<file path="src/logic/lsba_pkg.sv">
// shared constants and types for the logic, shift and bit datapath
package lsba_pkg;
  localparam int DATA_W   = 32;
  localparam int BYTE_W   = 8;
  localparam int WORD_W   = 16;
  localparam int BIDX_W   = 3;

  typedef enum logic [1:0] {
    LSBA_SZ_BYTE,
    LSBA_SZ_WORD,
    LSBA_SZ_LONG
  } lsba_size_e;

  typedef enum logic [4:0] {
    LSBA_OP_AND,
    LSBA_OP_OR,
    LSBA_OP_XOR,
    LSBA_OP_NOT,
    LSBA_OP_ARITH_SHIFT_LEFT,
    LSBA_OP_ARITH_SHIFT_RIGHT,
    LSBA_OP_LOGIC_SHIFT_LEFT,
    LSBA_OP_LOGIC_SHIFT_RIGHT,
    LSBA_OP_ROTATE_LEFT,
    LSBA_OP_ROTATE_RIGHT,
    LSBA_OP_ROTATE_LEFT_VIA_CARRY,
    LSBA_OP_ROTATE_RIGHT_VIA_CARRY,
    LSBA_OP_BIT_SET,
    LSBA_OP_BIT_CLEAR,
    LSBA_OP_BIT_INVERT,
    LSBA_OP_BIT_TEST,
    LSBA_OP_CARRY_AND_BIT,
    LSBA_OP_CARRY_AND_INVERTED_BIT,
    LSBA_OP_CARRY_OR_BIT,
    LSBA_OP_CARRY_OR_INVERTED_BIT
  } lsba_op_e;

  // one operation request
  typedef struct packed {
    lsba_op_e             op;
    lsba_size_e           size;
    logic                 use_imm;
    logic                 two_bits;
    logic                 idx_from_reg;
    logic [BIDX_W-1:0]    idx_imm;
    logic [DATA_W-1:0]    dst;
    logic [DATA_W-1:0]    src;
    logic [DATA_W-1:0]    imm;
  } lsba_req_s;

  // flags held by the datapath
  typedef struct packed {
    logic n;
    logic z;
    logic c;
  } lsba_flags_s;

  localparam lsba_flags_s FLAGS_RST = '{n: 1'b0, z: 1'b0, c: 1'b0};
endpackage

</file>
<file path="src/logic/lsba_core.sv">
// execution datapath for logical, shift, rotate and single-bit operations

// How it works
// - and destination with register or immediate
// - or destination with register or immediate
// - xor destination with register or immediate
// - destination becomes its one's complement
// - arithmetic shifts by one or two
// - logical shifts by one or two, zero fill
// - plain rotates by one or two
// - rotates through carry by one or two
// - sizes b/w/l; bit operations byte only
// - bit set forces selected bit one
// - bit clear forces selected bit zero
// - bit invert toggles selected bit
// - bit test: zero gets inverted bit
// - carry ands with selected bit
// - carry ands with inverted bit, immediate index
// - carry ors with selected bit
// - carry ors with inverted bit, immediate index
module lsba_core
  import lsba_pkg::*;
(
  input  wire logic              clock,
  input  wire logic              reset_n,
  input  wire logic              clk_en,
  input  wire logic              req_valid,
  input  wire lsba_req_s         req,
  output logic                   res_valid,
  output logic      [DATA_W-1:0] res_data,
  output logic                   res_write,
  output lsba_flags_s            flags
);
  logic [DATA_W-1:0] rhs;
  logic [DATA_W-1:0] logic_res;
  logic [DATA_W-1:0] sh1_out;
  logic [DATA_W-1:0] sh2_out;
  logic              sh1_c;
  logic              sh2_c;
  logic [DATA_W-1:0] sized;
  logic [DATA_W-1:0] size_mask;
  logic [DATA_W-1:0] res_d;
  logic              wr_d;
  logic [BIDX_W-1:0] bidx;
  logic [BYTE_W-1:0] byte_in;
  logic [BYTE_W-1:0] byte_out;
  logic              sel_bit;
  logic              is_shift;
  logic              is_logic;
  lsba_flags_s       flags_d;
  lsba_flags_s       flags_q;
  logic [DATA_W-1:0] res_q;
  logic              wr_q;
  logic              valid_q;

  assign rhs = req.use_imm ? req.imm : req.src;

  // logic results replace only the operand-sized part of the destination
  always_comb begin
    if (req.size == LSBA_SZ_BYTE) begin
      size_mask = {{(DATA_W-BYTE_W){1'b0}}, {BYTE_W{1'b1}}};
    end else if (req.size == LSBA_SZ_WORD) begin
      size_mask = {{(DATA_W-WORD_W){1'b0}}, {WORD_W{1'b1}}};
    end else begin
      size_mask = '1;
    end
  end

  always_comb begin
    case (req.op)
      LSBA_OP_AND: logic_res = req.dst & rhs;
      LSBA_OP_OR:  logic_res = req.dst | rhs;
      LSBA_OP_XOR: logic_res = req.dst ^ rhs;
      default:     logic_res = ~req.dst;
    endcase
  end

  // two chained one-step stages; the second is bypassed for one-bit shifts
  lsba_shift1 u_step1 (
    .din  (req.dst),
    .cin  (flags_q.c),
    .op   (req.op),
    .size (req.size),
    .dout (sh1_out),
    .cout (sh1_c)
  );

  lsba_shift1 u_step2 (
    .din  (sh1_out),
    .cin  (sh1_c),
    .op   (req.op),
    .size (req.size),
    .dout (sh2_out),
    .cout (sh2_c)
  );

  // bit operations look at the low byte only
  assign byte_in = req.dst[BYTE_W-1:0];

  always_comb begin
    // inverted-bit carry operations take the immediate index only
    if (req.idx_from_reg && req.op != LSBA_OP_CARRY_AND_INVERTED_BIT
        && req.op != LSBA_OP_CARRY_OR_INVERTED_BIT) begin
      bidx = req.src[BIDX_W-1:0];
    end else begin
      bidx = req.idx_imm;
    end
  end

  assign sel_bit = byte_in[bidx];

  always_comb begin
    byte_out = byte_in;
    case (req.op)
      LSBA_OP_BIT_SET:    byte_out[bidx] = 1'b1;
      LSBA_OP_BIT_CLEAR:  byte_out[bidx] = 1'b0;
      LSBA_OP_BIT_INVERT: byte_out[bidx] = ~sel_bit;
      default: ;
    endcase
  end

  always_comb begin
    is_logic = req.op inside {LSBA_OP_AND, LSBA_OP_OR, LSBA_OP_XOR, LSBA_OP_NOT};
    is_shift = req.op inside {LSBA_OP_ARITH_SHIFT_LEFT, LSBA_OP_ARITH_SHIFT_RIGHT,
                              LSBA_OP_LOGIC_SHIFT_LEFT, LSBA_OP_LOGIC_SHIFT_RIGHT,
                              LSBA_OP_ROTATE_LEFT, LSBA_OP_ROTATE_RIGHT,
                              LSBA_OP_ROTATE_LEFT_VIA_CARRY,
                              LSBA_OP_ROTATE_RIGHT_VIA_CARRY};
  end

  always_comb begin
    flags_d = flags_q;
    res_d   = req.dst;
    wr_d    = 1'b0;
    if (is_logic) begin
      res_d = (logic_res & size_mask) | (req.dst & ~size_mask);
      wr_d  = 1'b1;
    end else if (is_shift) begin
      res_d   = req.two_bits ? sh2_out : sh1_out;
      flags_d.c = req.two_bits ? sh2_c : sh1_c;
      wr_d    = 1'b1;
    end else begin
      case (req.op)
        LSBA_OP_BIT_SET, LSBA_OP_BIT_CLEAR, LSBA_OP_BIT_INVERT: begin
          res_d = {req.dst[DATA_W-1:BYTE_W], byte_out};
          wr_d  = 1'b1;
        end
        LSBA_OP_BIT_TEST:               flags_d.z = ~sel_bit;
        LSBA_OP_CARRY_AND_BIT:          flags_d.c = flags_q.c & sel_bit;
        LSBA_OP_CARRY_AND_INVERTED_BIT: flags_d.c = flags_q.c & ~sel_bit;
        LSBA_OP_CARRY_OR_BIT:           flags_d.c = flags_q.c | sel_bit;
        LSBA_OP_CARRY_OR_INVERTED_BIT:  flags_d.c = flags_q.c | ~sel_bit;
        default: ;
      endcase
    end
    // flags judged at the operand size only; upper bits would mislead them
    sized = res_d;
    case (req.size)
      LSBA_SZ_BYTE: sized = {{(DATA_W-BYTE_W){1'b0}}, res_d[BYTE_W-1:0]};
      LSBA_SZ_WORD: sized = {{(DATA_W-WORD_W){1'b0}}, res_d[WORD_W-1:0]};
      default: ;
    endcase
    if (is_logic || is_shift) begin
      flags_d.z = (sized == '0);
      case (req.size)
        LSBA_SZ_BYTE: flags_d.n = res_d[BYTE_W-1];
        LSBA_SZ_WORD: flags_d.n = res_d[WORD_W-1];
        default:      flags_d.n = res_d[DATA_W-1];
      endcase
    end
  end

  always_ff @(posedge clock or negedge reset_n) begin
    if (!reset_n) begin
      flags_q <= FLAGS_RST;
    end else if (clk_en && req_valid) begin
      flags_q <= flags_d;
    end
  end

  always_ff @(posedge clock or negedge reset_n) begin
    if (!reset_n) begin
      res_q   <= '0;
      wr_q    <= 1'b0;
      valid_q <= 1'b0;
    end else if (clk_en) begin
      valid_q <= req_valid;
      if (req_valid) begin
        res_q <= res_d;
        wr_q  <= wr_d;
      end else begin
        wr_q  <= 1'b0;
      end
    end
  end

  assign res_valid = valid_q;
  assign res_data  = res_q;
  assign res_write = wr_q;
  assign flags     = flags_q;
endmodule

</file>
<file path="src/logic/lsba_shift1.sv">
// one-position shift or rotate step at a chosen operand size
module lsba_shift1
  import lsba_pkg::*;
(
  input  wire logic [DATA_W-1:0] din,
  input  wire logic              cin,
  input  wire lsba_op_e          op,
  input  wire lsba_size_e        size,
  output logic      [DATA_W-1:0] dout,
  output logic                   cout
);
  logic [DATA_W-1:0] v;
  logic              msb;
  logic              lsb;
  logic              in_l;
  logic              in_r;
  int                top;

  always_comb begin
    top = (size == LSBA_SZ_BYTE) ? BYTE_W - 1 : (size == LSBA_SZ_WORD) ? WORD_W - 1 : DATA_W - 1;
    v   = din;
    msb = din[top];
    lsb = din[0];
    in_l = 1'b0;
    in_r = 1'b0;
    case (op)
      LSBA_OP_ARITH_SHIFT_RIGHT:      in_r = msb;
      LSBA_OP_ROTATE_LEFT:            in_l = msb;
      LSBA_OP_ROTATE_RIGHT:           in_r = lsb;
      LSBA_OP_ROTATE_LEFT_VIA_CARRY:  in_l = cin;
      LSBA_OP_ROTATE_RIGHT_VIA_CARRY: in_r = cin;
      default: ;
    endcase
    case (op)
      LSBA_OP_ARITH_SHIFT_RIGHT, LSBA_OP_LOGIC_SHIFT_RIGHT,
      LSBA_OP_ROTATE_RIGHT, LSBA_OP_ROTATE_RIGHT_VIA_CARRY: begin
        v = din >> 1;
        v[top] = in_r;
        cout = lsb;
      end
      default: begin
        v = {din[DATA_W-2:0], in_l};
        cout = msb;
      end
    endcase
    // bits above the operand size stay as they were
    for (int i = 0; i < DATA_W; i++) begin
      if (i > top) begin
        v[i] = din[i];
      end
    end
    dout = v;
  end
endmodule

</file>
<file path="config.mk">
export PLATFORM = sky130hd
export DESIGN_NAME = lsba_core
export DESIGN_NICKNAME = d
export VERILOG_FILES = /design/src/logic/lsba_pkg.sv /design/src/logic/lsba_core.sv /design/src/logic/lsba_shift1.sv
export SDC_FILE = /design/constraint.sdc
export NUM_CORES = 1
export LEC_CHECK = 0
export BUFFER_PORTS_ARGS = -buffer_cell sky130_fd_sc_hd__buf_2
export CAP_MARGIN = 20
export CORE_MARGIN = 1.5
export CORE_UTILIZATION = 37
export CTS_BUF_LIST = sky130_fd_sc_hd__clkbuf_4 sky130_fd_sc_hd__clkbuf_8
export DETAILED_ROUTE_END_ITERATION = 6
export RECOVER_POWER = 50
export SYNTH_ARGS = -nofsm -noshare
export SYNTH_HDL_FRONTEND = slang
export SYNTH_SLANG_ARGS = --single-unit
</file>
<file path="constraint.sdc">
create_clock -name clock -period 2.6 [get_ports clock]
set_clock_uncertainty 0.15 [all_clocks]
set_input_delay 0.26 -clock clock [delete_from_list [all_inputs] [get_ports clock]]
set_output_delay 0.26 -clock clock [all_outputs]
set_load 0.01 [all_outputs]
</file>
==> run metrics <==
status=finished with violations; violated checks=negative setup slack; total CTS buffers=5; endpoints failing hold=0; post-DR vias/cell=approximately 5.7; Avg Cell Area, Syn=7.60 um2; CP Capture Type=flip-flop; leading area contributor after synthesis=dfrtp_1; peak supply drop=0.000172 V; RR Endpoint=res_data[6]; initial drt markers=601; DR WL/cell=18.9 um; Worst Tran Pin Value=between 1 and 1.5 ns; WHS Path Cells=2; I/O pin cnt=150; r2r worst-path depth=9; htree depth=2; ratio of final minimum period to clock period=102%; Area after DPL=8870 um2; hold path startpoint=clk_en; Distinct cells, synth=77; clock sinks=37; Crit Path Class=input port to flip-flop; # setup viols final=1; pwr/cell area=307 nW/um2; clk buf depth=2; Yosys top cell area share=14.5%; Int Power=between 1500 and 2000 uW; CTS clk-pin slew, worst paths=roughly 0.090 ns; setup ws final=-0.0413 ns; worst skew pair latency=roughly 0.31 ns; drt total wl=26.2 mm; hold path endpoint=res_valid; first-pass GRT wire length=41.4 mm; Die Y=135 um; switch share=41.2%; CTS tree=done; Layout Area Growth over Synthesis=40.7%; CP Max Fanout=3; drt first pass iters=5; critical path launch point=req[101]; sequential power share=between 20% and 30%; initial antenna violation count=1; Post-Syn Instances=842; CP required=2.69 ns; ys flop type=dfrtp_1; post-synthesis sequential area ratio=between 10 and 15%; post-layout min period=2.64 ns; Detail Route Antenna Nets=0; Pins Over Slew Limit=0; GRT Overall Usage=29.2%; Reg2Reg Setup Slack=0.09 ns; Die W=135 um; Slew headroom=33.0%; CP Launch Type=input port; global placer's final weighted congestion=0.942; synthesized cell area=6400 um2; syn_nets=~1.0k; initial cell density of the core=38.2%; Core Rows=47; Lkg Pwr=0.00446 uW; vias in the first global route=7626; clk root buf=clkbuf_8; RR Startpoint=flags[0]; total grt overflow=0; most common cell after layout, fill and taps aside=buf_4; vias=about 7.9k; TNS Setup=-0.0413 ns; # DRC=0; dpl hpwl=21.7 mm; nets=approximately 1.3k; power share of the combinational group=56.6%; Buffers on Ports=149; full die area=around 18000 um2; Yosys reg bits=37; Worst Hold Class=input port to flip-flop; Clk pwr share=about 18%; WP data arrival=2.73 ns; largest net degree at the start of global routing=53; Post-synth EDFFs=0; P_sw=1140 uW; CORE AREA=16800 um2; share of cells above drive strength 1=between 30% and 40%; final instance area=9010 um2; MaxCap Viol Count=0; ys async rst share=100%; ranking of synthesized cells by area=dfrtp_1 14%, ha_1 13%, mux2i_1 9.5%; most frequent cells in the layout=218 x buf_4, 112 x buf_2, 87 x nand2_1, 84 x inv_1, 64 x ha_1; Yosys warnings=0; Max Fclk=379 MHz; RSZ-0062 raised after global routing=true
## worst max-delay path by stage
stage,to,slack (ns),cells past startpoint
floorplan,flags[1],-0.20,10
global placement,flags[1],-0.45,12
finish,flags[1],-0.04,12
detailed placement,flags[1],-0.48,12
CTS,flags[1],-0.03,10
global route,flags[1],-0.15,11
## power groups by stage
stage / Sequential [uW] / Combinational (uW) / Clock [uW]
detailed placement: 726 / 1560 / 0
finish: 717 / 1560 / 485
floorplan: 769 / 745 / 0
CTS: 715 / 1580 / 491
global route: 728 / 1710 / 508
global placement: 727 / 1540 / 0
## Yosys cell counts (19+ instances only)
master / count
clkbuf_1: 24
dfrtp_1: 37
a21oi_1: 46
buf_2: 22
nand2_1: 88
nand3_1: 22
nor2_1: 50
mux2i_1: 61
ha_1: 64
a211oi_1: 25
o211ai_1: 19
inv_1: 84
o21ai_0: 61
## layer usage
metal / routed length [um] / part of all wire [%] / GRT usage, %
met3: 1900 / 7.2 / 4.47
met2: 12300 / 47 / 49.6
met5: 0 / 0 / 0
met4: 611 / 2.3 / 7.17
met1: 11400 / 44 / 38.8
## flip-flops by register name, summed over array words and instances, names as in the netlist
name	flops
flags	3
res_data	32
res_valid	1
res_write	1
## final cells by class
class                           instances  area [um2]
Antenna cell                            1        2.50
Clock buffer                            7        96.3
Clock inverter                          1        5.00
Fill cell                            1729        7750
Inverter                               88         330
Multi-Input combinational cell        657        4900
Sequential cell                        37         926
Tap cell                              220         275
Timing Repair Buffer                  376        2470
## timing repair
| action | 4_1_cts | 5_1_grt |
|---|---|---|
| gates resized for setup | 5 | 10 |
| hold buffers | 1 | 0 |
| pin swaps | 0 | 0 |
| endpoints found under the hold margin | 37 | 0 |
| setup buffers | 1 | 0 |
| cloned | 0 | 0 |
| setup endpoints to repair | 1 | 5 |
## per-stage QoR
stage | total power [uW] | hold slack [ns] | util [%] | std cells | setup slack, ns
floorplan | 1510 | -0.186 | - | 842 | -0.197
global placement | 2270 | 0.269 | 52.9 | 1376 | -0.449
detailed placement | 2290 | 0.298 | 52.9 | 1376 | -0.479
CTS | 2780 | 0.0329 | 53.8 | 1386 | -0.0308
global route | 2950 | 0.0562 | 53.7 | 1386 | -0.149
finish | 2770 | 0.0369 | 53.7 | 1387 | -0.0413
## worst max-delay path: stages
cell and delay [ns]:
buf_2 0.14, buf_4 0.12, mux2i_1 0.21, ha_1 0.26
mux4_2 0.44, o2bb2ai_1 0.14, a31oi_1 0.14, buf_4 0.15
nand4_1 0.10, nor4_1 0.37, a311oi_1 0.20, nor3_1 0.20
## kinds of logic after synthesis
family / count (synthesis) / synth area share [%]
compound gates: 268 / 28.2
xor+xnor: 2 / 0.391
fa+ha+maj: 64 / 12.5
buf+inv: 148 / 9.93
flops: 37 / 14.5
mux: 85 / 16.6
simple gates: 238 / 17.9
Note: power is estimated with default switching activity, not from simulation.
